==> config.mk <==
export PLATFORM = sky130hd
export DESIGN_NAME = apm_block
export DESIGN_NICKNAME = d
export VERILOG_FILES = /design/src/hw/apm_pkg.sv /design/src/hw/apm_decode.sv /design/src/hw/apm_status.sv /design/src/hw/apm_block.sv
export VERILOG_INCLUDE_DIRS = /design/src /design/src/hw
export SDC_FILE = /design/constraint.sdc
export NUM_CORES = 1
export LEC_CHECK = 0
export BUFFER_PORTS_ARGS = -buffer_cell sky130_fd_sc_hd__buf_2
export CAP_MARGIN = 20
export CORE_MARGIN = 3
export CORE_UTILIZATION = 30
export CTS_CLUSTER_DIAMETER = 80
export DETAILED_ROUTE_END_ITERATION = 6
export PLACE_DENSITY = 0.61
export SYNTH_ARGS = -nofsm -noshare
export SYNTH_HDL_FRONTEND = slang
export SYNTH_SLANG_ARGS = --single-unit
==> constraint.sdc <==
create_clock -name CLOCK -period 1.74 [get_ports CLOCK]
set_clock_uncertainty 0.2 [all_clocks]
set_input_delay 0.348 -clock CLOCK [delete_from_list [all_inputs] [get_ports CLOCK]]
set_output_delay 0.348 -clock CLOCK [all_outputs]
set_load 0.03 [all_outputs]
==> src/hw/apm_defs.svh <==
// apm_defs.svh: offsets, field positions, masks and reset values for the
// fixed event register block.
// assumes: included by bare name from the design files under hw/.
`ifndef APM_DEFS_SVH
`define APM_DEFS_SVH

// host offsets inside the eight-byte window
`define APM_WINDOW_BYTES 8
`define APM_OFF_STS_LO 3'h0
`define APM_OFF_STS_HI 3'h1
`define APM_OFF_EN_LO 3'h2
`define APM_OFF_EN_HI 3'h3
`define APM_OFF_CTL_LO 3'h4
`define APM_OFF_CTL_HI 3'h5
`define APM_OFF_RSVD_A 3'h6
`define APM_OFF_RSVD_B 3'h7

// configuration register indices
`define APM_CFG_ACTIVATE 8'h30
`define APM_CFG_BASE_HI 8'h60
`define APM_CFG_BASE_LO 8'h61

// controller-side register selects
`define APM_MC_STATUS 2'h0
`define APM_MC_ENABLE 2'h1
`define APM_MC_CONTROL 2'h2

// implemented bits
`define APM_STS_MASK 8'h8f
`define APM_EN_MASK 8'h07
`define APM_CTL_MASK 8'h3e
`define APM_CTL_MC_MASK 8'h20
`define APM_ACT_MASK 8'h01
`define APM_BASE_HI_MASK 8'h0f
`define APM_BASE_LO_MASK 8'hf8

// field positions
`define APM_BIT_PWRBTN 0
`define APM_BIT_SLPBTN 1
`define APM_BIT_ALARM 2
`define APM_BIT_OVERRIDE 3
`define APM_BIT_WAKE 7
`define APM_BIT_OVR_EN 1
`define APM_SLP_TYPE_LSB 2
`define APM_SLP_TYPE_MSB 4
`define APM_BIT_SLEEP_ENABLE 5

// reset values
`define APM_RESET_BYTE 8'h00

`endif

==> src/hw/apm_pkg.sv <==
// apm_pkg.sv: types shared by the fixed event register block.
// assumes: apm_defs.svh supplies the numeric constants.
package apm_pkg;

    typedef logic [7:0] apm_byte_t;

    // one-hot select of the eight host offsets
    typedef enum logic [7:0] {
        APM_SEL_NONE = 8'h00,
        APM_SEL_STS_LO = 8'h01,
        APM_SEL_STS_HI = 8'h02,
        APM_SEL_EN_LO = 8'h04,
        APM_SEL_EN_HI = 8'h08,
        APM_SEL_CTL_LO = 8'h10,
        APM_SEL_CTL_HI = 8'h20,
        APM_SEL_RSVD_A = 8'h40,
        APM_SEL_RSVD_B = 8'h80
    } apm_sel_t;

endpackage : apm_pkg

==> src/hw/apm_decode.sv <==
// apm_decode.sv: host I/O window decode for the fixed event block.
// assumes: base bytes arrive already masked to their implemented bits.
`timescale 1ns/1ps
`default_nettype none
`include "apm_defs.svh"

module apm_decode (
    // configuration
    input wire logic activate,
    input wire logic [7:0] base_high,
    input wire logic [7:0] base_low,
    // host address
    input wire logic [15:0] addr,
    // result
    output logic hit,
    output logic [2:0] offset
);

    wire [15:0] base_addr = {4'h0, base_high[3:0], base_low[7:3], 3'h0};
    wire same_window = (addr[15:3] == base_addr[15:3]);

    assign hit = activate & same_window;
    assign offset = addr[2:0];

endmodule : apm_decode
`default_nettype wire

==> src/hw/apm_status.sv <==
// apm_status.sv: status byte set by events and the controller, cleared
// by host write-one.
// assumes: all inputs synchronous to clock; reset is the standby-plane POR.
`timescale 1ns/1ps
`default_nettype none
`include "apm_defs.svh"

module apm_status #(
    parameter logic [7:0] MASK = `APM_STS_MASK
) (
    // clock and reset
    input wire logic clock,
    input wire logic reset_n,
    // sources
    input wire logic [7:0] event_set,
    input wire logic mc_write,
    input wire logic [7:0] mc_wdata,
    input wire logic [7:0] host_clear,
    // state
    output logic [7:0] status
);

    logic [7:0] status_reg;
    logic [7:0] status_next;

    // controller write is direct; events win over any clear
    assign status_next = ((mc_write ? mc_wdata : (status_reg & ~host_clear))
                          | event_set) & MASK;
    assign status = status_reg;

    always_ff @(posedge clock or negedge reset_n) begin
        if (!reset_n) begin
            status_reg <= `APM_RESET_BYTE;
        end else begin
            status_reg <= status_next;
        end
    end

endmodule : apm_status
`default_nettype wire

==> src/hw/apm_block.sv <==
// apm_block.sv: fixed event register block with host I/O window,
// configuration registers, controller access and the interrupt pin.
// assumes: single clock; host, configuration and controller strobes are
// one-cycle, synchronous; RESET_N is the standby-plane power-on reset.
`timescale 1ns/1ps
`default_nettype none
`include "apm_defs.svh"

// Function
// - decode eight host bytes from block base
// - decode only while activate bit is set
// - base A11..A8 and A7..A3 from config
// - status, enable, control, reserved offset layout
// - status set only by events or controller
// - host write-one clears; zero ignored; POR clears
// - status sets regardless; interrupt needs enable
// - enable bits share status bit positions
// - controller writes status, reads enables only
// - override status bit, enable at control bit1
// - power button status, enable gate interrupt
// - sleep button status, enable gate interrupt
// - alarm status set by controller, host enables
// - enabled alarm raises wake request output
// - low interrupt pin, also controller sci status
// - wake status, sleep type, sleep enable kept
// - event block registers reset only by standby POR
// - config registers cleared by config resets
// - host writes to high registers interrupt controller
// - status bit map, bits 4..6 read zero
module apm_block (
    // clock and standby-plane reset
    input wire logic CLOCK,
    input wire logic RESET_N,
    // hard, soft or main-plane reset of configuration
    input wire logic CFG_RESET_N,
    // host I/O cycles
    input wire logic [15:0] IO_ADDR,
    input wire logic IO_WR,
    input wire logic IO_RD,
    input wire logic [7:0] IO_WDATA,
    output logic IO_HIT,
    output logic [7:0] IO_RDATA,
    // configuration space
    input wire logic [7:0] CFG_INDEX,
    input wire logic CFG_WR,
    input wire logic CFG_RD,
    input wire logic [7:0] CFG_WDATA,
    output logic [7:0] CFG_RDATA,
    // embedded controller
    input wire logic [1:0] MC_SEL,
    input wire logic MC_WR,
    input wire logic MC_RD,
    input wire logic [7:0] MC_WDATA,
    output logic [7:0] MC_RDATA,
    output logic MC_IRQ,
    input wire logic CONTROLLER_SCI_STATUS,
    // hardware events
    input wire logic [7:0] EVENT_SET,
    // system side
    output logic SCI_OUT_N,
    output logic WAKE_REQ,
    output logic SLEEP_ENABLE,
    output logic [2:0] SLEEP_TYPE
);

    // configuration registers
    logic [7:0] activate_reg;
    logic [7:0] base_high_reg;
    logic [7:0] base_low_reg;
    // event block registers
    logic [7:0] enable_high_reg;
    logic [7:0] control_high_reg;
    logic [7:0] control_high_next;
    logic [7:0] status_high;
    // output flops
    logic [7:0] io_rdata_reg;
    logic [7:0] cfg_rdata_reg;
    logic [7:0] mc_rdata_reg;
    logic mc_irq_reg;

    wire cfg_reset_n = RESET_N & CFG_RESET_N;

    // host decode
    wire io_hit;
    wire [2:0] io_offset;

    apm_decode u_decode (
        .activate(activate_reg[0]),
        .base_high(base_high_reg),
        .base_low(base_low_reg),
        .addr(IO_ADDR),
        .hit(io_hit),
        .offset(io_offset)
    );

    function automatic apm_pkg::apm_sel_t offset_sel(input logic [2:0] off);
        offset_sel = apm_pkg::apm_sel_t'(8'h01 << off);
    endfunction : offset_sel

    wire apm_pkg::apm_sel_t io_sel = io_hit ? offset_sel(io_offset)
                                            : apm_pkg::APM_SEL_NONE;
    wire io_access = IO_WR | IO_RD;
    wire host_wr_sts = IO_WR & (io_sel == apm_pkg::APM_SEL_STS_HI);
    wire host_wr_en = IO_WR & (io_sel == apm_pkg::APM_SEL_EN_HI);
    wire host_wr_ctl = IO_WR & (io_sel == apm_pkg::APM_SEL_CTL_HI);
    wire host_wr_high = host_wr_sts | host_wr_en | host_wr_ctl;

    // controller decode
    wire mc_wr_sts = MC_WR & (MC_SEL == `APM_MC_STATUS);
    wire mc_wr_ctl = MC_WR & (MC_SEL == `APM_MC_CONTROL);

    // configuration decode
    wire cfg_wr_act = CFG_WR & (CFG_INDEX == `APM_CFG_ACTIVATE);
    wire cfg_wr_bhi = CFG_WR & (CFG_INDEX == `APM_CFG_BASE_HI);
    wire cfg_wr_blo = CFG_WR & (CFG_INDEX == `APM_CFG_BASE_LO);

    // status: host write-one clear, controller direct, events set
    wire [7:0] host_clear = host_wr_sts ? IO_WDATA : 8'h00;

    apm_status #(
        .MASK(`APM_STS_MASK)
    ) u_status (
        .clock(CLOCK),
        .reset_n(RESET_N),
        .event_set(EVENT_SET),
        .mc_write(mc_wr_sts),
        .mc_wdata(MC_WDATA),
        .host_clear(host_clear),
        .status(status_high)
    );

    // controller may only touch the sleep enable in control
    wire [7:0] ctl_host_val = host_wr_ctl
        ? (IO_WDATA & `APM_CTL_MASK) : control_high_reg;
    assign control_high_next = mc_wr_ctl
        ? ((ctl_host_val & ~`APM_CTL_MC_MASK)
           | (MC_WDATA & `APM_CTL_MC_MASK))
        : ctl_host_val;

    // interrupt terms, enables line up with status bits
    wire [7:0] sts_en_match = status_high & enable_high_reg;
    wire override_pending = status_high[`APM_BIT_OVERRIDE]
        & control_high_reg[`APM_BIT_OVR_EN];
    wire sci_active = (|sts_en_match) | override_pending
        | CONTROLLER_SCI_STATUS;

    // host read mux; unimplemented offsets read zero
    wire [7:0] io_read_value =
        (io_sel == apm_pkg::APM_SEL_STS_HI) ? status_high :
        (io_sel == apm_pkg::APM_SEL_EN_HI) ? enable_high_reg :
        (io_sel == apm_pkg::APM_SEL_CTL_HI) ? control_high_reg :
        8'h00;

    wire [7:0] cfg_read_value =
        (CFG_INDEX == `APM_CFG_ACTIVATE) ? activate_reg :
        (CFG_INDEX == `APM_CFG_BASE_HI) ? base_high_reg :
        (CFG_INDEX == `APM_CFG_BASE_LO) ? base_low_reg :
        8'h00;

    wire [7:0] mc_read_value =
        (MC_SEL == `APM_MC_STATUS) ? status_high :
        (MC_SEL == `APM_MC_ENABLE) ? enable_high_reg :
        (MC_SEL == `APM_MC_CONTROL) ? control_high_reg :
        8'h00;

    // configuration registers reset on every reset kind
    always_ff @(posedge CLOCK or negedge cfg_reset_n) begin
        if (!cfg_reset_n) begin
            activate_reg <= `APM_RESET_BYTE;
            base_high_reg <= `APM_RESET_BYTE;
            base_low_reg <= `APM_RESET_BYTE;
        end else begin
            if (cfg_wr_act) begin
                activate_reg <= CFG_WDATA & `APM_ACT_MASK;
            end
            if (cfg_wr_bhi) begin
                base_high_reg <= CFG_WDATA & `APM_BASE_HI_MASK;
            end
            // low three bits forced zero keeps the window aligned
            if (cfg_wr_blo) begin
                base_low_reg <= CFG_WDATA & `APM_BASE_LO_MASK;
            end
        end
    end

    // standby-plane registers survive main power loss
    always_ff @(posedge CLOCK or negedge RESET_N) begin
        if (!RESET_N) begin
            enable_high_reg <= `APM_RESET_BYTE;
            control_high_reg <= `APM_RESET_BYTE;
        end else begin
            if (host_wr_en) begin
                enable_high_reg <= IO_WDATA & `APM_EN_MASK;
            end
            control_high_reg <= control_high_next;
        end
    end

    always_ff @(posedge CLOCK or negedge RESET_N) begin
        if (!RESET_N) begin
            io_rdata_reg <= `APM_RESET_BYTE;
            cfg_rdata_reg <= `APM_RESET_BYTE;
            mc_rdata_reg <= `APM_RESET_BYTE;
            mc_irq_reg <= 1'b0;
        end else begin
            if (IO_RD) begin
                io_rdata_reg <= io_read_value;
            end
            if (CFG_RD) begin
                cfg_rdata_reg <= cfg_read_value;
            end
            if (MC_RD) begin
                mc_rdata_reg <= mc_read_value;
            end
            mc_irq_reg <= host_wr_high;
        end
    end

    assign IO_HIT = io_hit & io_access;
    assign IO_RDATA = io_rdata_reg;
    assign CFG_RDATA = cfg_rdata_reg;
    assign MC_RDATA = mc_rdata_reg;
    assign MC_IRQ = mc_irq_reg;
    // pin is a level; the host clears the cause, not the pin
    assign SCI_OUT_N = ~sci_active;
    // alarm wakes only once the host has enabled it
    assign WAKE_REQ = status_high[`APM_BIT_ALARM]
        & enable_high_reg[`APM_BIT_ALARM];
    assign SLEEP_ENABLE = control_high_reg[`APM_BIT_SLEEP_ENABLE];
    assign SLEEP_TYPE =
        control_high_reg[`APM_SLP_TYPE_MSB:`APM_SLP_TYPE_LSB];

    // checks
    wire [15:0] chk_base = {4'h0, base_high_reg[3:0], base_low_reg[7:3],
                            3'h0};
    wire chk_in_window = (IO_ADDR >= chk_base)
        && ({1'b0, IO_ADDR} < ({1'b0, chk_base} + 17'd8));

    a_decode_window: assert property (
        @(posedge CLOCK) disable iff (!RESET_N)
        io_access |-> (IO_HIT == (activate_reg[0] && chk_in_window)))
        else $error("host window decode mismatch");

    a_inactive_no_hit: assert property (
        @(posedge CLOCK) disable iff (!RESET_N)
        !activate_reg[0] |-> !IO_HIT)
        else $error("decode while block inactive");

    a_base_fields_zero: assert property (
        @(posedge CLOCK) disable iff (!RESET_N)
        (base_high_reg[7:4] == 4'h0) && (base_low_reg[2:0] == 3'h0))
        else $error("base address unused bits not zero");

    a_reserved_reads_zero: assert property (
        @(posedge CLOCK) disable iff (!RESET_N)
        (IO_RD && IO_HIT && (io_offset != `APM_OFF_STS_HI)
         && (io_offset != `APM_OFF_EN_HI)
         && (io_offset != `APM_OFF_CTL_HI))
        |=> (IO_RDATA == 8'h00))
        else $error("reserved offset returned data");

    a_status_read_back: assert property (
        @(posedge CLOCK) disable iff (!RESET_N)
        (IO_RD && IO_HIT && (io_offset == `APM_OFF_STS_HI))
        |=> (IO_RDATA == $past(status_high)))
        else $error("status read at offset one wrong");

    a_host_clear_one: assert property (
        @(posedge CLOCK) disable iff (!RESET_N)
        (host_wr_sts && !MC_WR && (EVENT_SET == 8'h00))
        |=> (status_high == ($past(status_high) & ~$past(IO_WDATA))))
        else $error("host write-one clear wrong");

    a_host_no_set: assert property (
        @(posedge CLOCK) disable iff (!RESET_N)
        (!mc_wr_sts && (EVENT_SET == 8'h00))
        |=> ((status_high & ~$past(status_high)) == 8'h00))
        else $error("status bit set without a source");

    a_status_map: assert property (
        @(posedge CLOCK) disable iff (!RESET_N)
        (status_high[6:4] == 3'h0) && (enable_high_reg[7:3] == 5'h00))
        else $error("unimplemented status or enable bit set");

    a_mc_enable_ro: assert property (
        @(posedge CLOCK) disable iff (!RESET_N)
        (MC_WR && (MC_SEL == `APM_MC_ENABLE) && !host_wr_en)
        |=> $stable(enable_high_reg))
        else $error("controller changed an enable");

    a_sci_level: assert property (
        @(posedge CLOCK) disable iff (!RESET_N)
        SCI_OUT_N == !((|(status_high & enable_high_reg))
            || (status_high[3] && control_high_reg[1])
            || CONTROLLER_SCI_STATUS))
        else $error("interrupt pin level wrong");

    a_status_without_sci: assert property (
        @(posedge CLOCK) disable iff (!RESET_N)
        ((enable_high_reg == 8'h00) && !control_high_reg[1]
         && !CONTROLLER_SCI_STATUS) |-> SCI_OUT_N)
        else $error("interrupt without an enable");

    a_mc_irq_pulse: assert property (
        @(posedge CLOCK) disable iff (!RESET_N)
        host_wr_high |=> MC_IRQ ##1 (MC_IRQ == $past(host_wr_high)))
        else $error("controller interrupt not one per write");

    a_wake_alarm: assert property (
        @(posedge CLOCK) disable iff (!RESET_N)
        WAKE_REQ == (status_high[2] && enable_high_reg[2]))
        else $error("alarm wake request wrong");

    a_ctl_mc_bit5: assert property (
        @(posedge CLOCK) disable iff (!RESET_N)
        (mc_wr_ctl && !host_wr_ctl)
        |=> (control_high_reg[4:1] == $past(control_high_reg[4:1]))
            && (SLEEP_ENABLE == $past(MC_WDATA[5])))
        else $error("controller control write wrong");

    a_event_sets_status: assert property (
        @(posedge CLOCK) disable iff (!RESET_N)
        (EVENT_SET != 8'h00)
        |=> ((status_high & $past(EVENT_SET) & `APM_STS_MASK)
             == ($past(EVENT_SET) & `APM_STS_MASK)))
        else $error("event did not set its status bit");

    a_mc_status_write: assert property (
        @(posedge CLOCK) disable iff (!RESET_N)
        (mc_wr_sts && (EVENT_SET == 8'h00))
        |=> (status_high == ($past(MC_WDATA) & `APM_STS_MASK)))
        else $error("controller status write not stored");

    a_mc_irq_quiet: assert property (
        @(posedge CLOCK) disable iff (!RESET_N)
        !host_wr_high |=> !MC_IRQ)
        else $error("controller interrupt without a host write");

    a_cfg_reset_clear: assert property (
        @(posedge CLOCK) disable iff (!RESET_N)
        !CFG_RESET_N |-> ((activate_reg == 8'h00)
            && (base_high_reg == 8'h00) && (base_low_reg == 8'h00)))
        else $error("configuration not cleared by its reset");

    a_unhit_read_zero: assert property (
        @(posedge CLOCK) disable iff (!RESET_N)
        (IO_RD && !IO_HIT) |=> (IO_RDATA == 8'h00))
        else $error("unclaimed read returned data");

endmodule : apm_block
`default_nettype wire

==> impl_metrics.py <==
metrics = {
    "cells_and_area": {
        "fill_cells": 807,
        "area_delta_synth_final_pct": 46.4,
        "nNetsFinal": 462,
        "instances_no_fill": 500,
        "final_area_mm2": 0.00395,
        "layout-drive-gt1-share": 0.532,
        "n_antenna_cell": 0,
    },
    "worst_hold_path": {
        "hold_depth": 2,
        "hp-class": "input pin to flip-flop",
    },
    "clock_network": {
        "root_buffer": "clkbuf_8",
        "numCtsBuffers": 5,
        "clkTransAtPathRegs_ns": 0.10,
        "clk_latency_ns": 0.30,
        "cts.sinks": 51,
        "cts_buffer_depth": 2,
        "cts_tree": "yes",
        "htreeDepth": 2,
    },
    "status": {
        "outcome": "finished, violations left",
        "failed_checks": "negative setup slack",
    },
    "synthesis": {
        "synth_edf_count": 0,
        "ys_async_sr_fraction": 1.00,
        "netlist_area_mm2": 0.00270,
        "syn_area_per_cell_um2": 10.5,
        "synth_cell_types": 44,
        "synth_nets": 325,
        "synth-seq-area-share": 0.473,
        "ys_ff_latch": 51,
        "yosysWarnings": 0,
        "synthCells": 257,
        "ys.flop_type": "dfrtp_1",
    },
    "pwr": {
        "vdd_drop_max_mv": 0.353,
        "power_density_mw_per_mm2": 616,
        "p_leak_nw": 1.93,
    },
    "timing": {
        "final_max_slew_viol_count": 0,
        "fin_crit_ns": 2.09,
        "finalCritPeriodShare": 1.20,
        "setup_viol": 30,
        "fmax_ghz": 0.478,
        "hold_violations": 0,
        "rsz0062_at_grt": "true",
        "worst_slew_pin_slew_ns": 0.443,
        "worst_slack_ns": -0.354,
        "relSlewSlack": 0.704,
    },
    "drt": {
        "wire_per_inst_um": 15.0,
        "vias_per_cell": 4.74,
        "drc": 0,
        "ant_nets": 0,
        "dr.pass1.iters": 4,
        "drtIter0Drc": 58,
        "drt-total-wl_um": 7500,
        "vias": 2370,
    },
    "global_routing": {
        "antenna_found_initial": 2,
        "track_usage": 0.148,
        "grt_pass1_vias": 2411,
        "grt_max_degree": 22,
        "grt_overflow": 0,
        "grt_pass1_wl_um": 11900,
    },
    "worst_setup_path": {
        "crit_required_ns": 1.19,
        "critPathKind": "flip-flop to primary output",
        "end_kind": "primary output",
        "ff2ff_path_depth": 6,
        "critPathArrivalTime_ns": 1.55,
        "cp-start-kind": "flip-flop",
        "crit_fanout": 2,
    },
    "floorplan": {
        "fp.dieArea_mm2": 0.0102,
        "rows": 33,
        "io_pins": 100,
        "initial_core_util": 0.319,
        "die_w_um": 101,
        "core_mm2": 0.00846,
        "die_h_um": 101,
    },
    "placed_design": {
        "io_buffers": 93,
        "place_inst": 486,
        "dpl_cell_area_mm2": 0.00363,
        "gp_congestion": 0.846,
        "hpwl_um": 6030,
    },
    "run": {
        "maxCapViolations": 0,
    },
}
[worst max-delay path, stage by stage, from the launching register on]
cell	delay, ns
dfrtp_1	0.40
xnor2_1	0.18
nand3_1	0.16
nor4_2	0.30
buf_4	0.21
[final timing paths]
check	start	end	slack, ns
min reg2reg	IO_RDATA[7]$_DFFE_PN0P_	IO_RDATA[7]$_DFFE_PN0P_	0.30
min in group asynchronous	RESET_N	MC_RDATA[0]$_DFFE_PN0P_	0.42
max reg2reg	base_low_reg[3]$_DFFE_PN0P_	IO_RDATA[4]$_DFFE_PN0P_	-0.32
max	base_low_reg[6]$_DFFE_PN0P_	IO_HIT	-0.35
min	EVENT_SET[2]	u_status.status[2]$_DFF_PN0_	0.04
max in group asynchronous	RESET_N	base_low_reg[7]$_DFFE_PN0P_	0.53
[cell families after synthesis]
group	after synthesis	synth area share
AND/OR/NAND/NOR	87	0.206
flip-flops	51	0.473
AO/OA/AOI/OAI	42	0.104
buffers and inverters	36	0.0612
multiplexers	32	0.127
XOR/XNOR	9	0.0292
[cell type report]
type | count | area [um2] | area share
Clock buffer | 7 | 96.3 | 0.0244
Clock inverter | 1 | 7.51 | 0.00190
Inverter | 21 | 78.8 | 0.0199
Multi-Input combinational cell | 170 | 1470 | 0.373
Sequential cell | 51 | 1280 | 0.323
Tap cell | 105 | 131 | 0.0332
Timing Repair Buffer | 145 | 890 | 0.225
[synthesized netlist by cell type, drive strengths merged, types with 2 or more instances]
cell     count  share of area
inv         21          0.029
dfrtp       51           0.47
nand4        5          0.014
nor2         8          0.011
nor4        11          0.039
o2bb2ai      3         0.0097
nor2b        9          0.021
o21ai       12          0.022
and2         2         0.0046
or3b         2         0.0065
nand4b       2         0.0065
buf          9          0.024
or4          2         0.0083
nor3         3         0.0074
mux2i       13          0.048
nand3       12          0.022
nand2       17          0.024
xnor2        9          0.029
o22ai        8          0.025
o31ai        2         0.0056
and3         2         0.0046
clkbuf       6         0.0083
mux2        19          0.079
nand2b       5          0.012
nand3b       2         0.0056
a21oi        9          0.017
o21bai       5          0.014
[where the power goes]
group	leakage [nW]	internal [W]	total (W)	switching, W
registers	0.676	0.00121	0.00124	0.0000255
clock network	0.0505	0.000363	0.000767	0.000405
logic	1.20	0.000201	0.000425	0.000224
[through the flow]
stage | setup WS (ns) | util | power (W) | TNS, ns | hold slack, ns
after floorplan | -0.242 | - | 0.00145 | -2.95 | -0.148
after global placement | -0.351 | 0.428 | 0.00165 | -10.84 | 0.195
after detailed placement | -0.373 | 0.428 | 0.00165 | -11.49 | 0.200
after CTS | -0.429 | 0.452 | 0.00243 | -5.92 | 0.0313
after global routing | -0.474 | 0.467 | 0.00254 | -7.98 | 0.0459
final | -0.354 | 0.467 | 0.00243 | -5.82 | 0.0358
[per-layer routing]
metal / track usage / vias up / wire length (um)
met1: 0.200 / 1102 / 3420
met4: 0.0321 / 4 / 69
met2: 0.238 / 78 / 3450
met5: 0 / - / 21
li1: - / 1176 / -
met3: 0.0408 / 10 / 540
[placed cells by master, fill, tap and decap left out, drive strengths merged, types with 9 or more instances in the layout]
cell / synthesis / layout
inv: 21 / 21
xnor2: 9 / 9
dfrtp: 51 / 51
nor2b: 9 / 9
nand3: 12 / 12
nor4: 11 / 11
buf: 9 / 143
mux2: 19 / 19
o21ai: 12 / 12
mux2i: 13 / 13
a21oi: 9 / 9
nand2: 17 / 17
[repair_timing]
action,in CTS,in global routing
hold buffers,2,0
setup buffers,2,2
setup endpoints to repair,33,37
pin swaps,4,9
gates resized for setup,13,27
endpoints found under the hold margin,51,0
No activity file was read; power rests on OpenSTA's default activity.
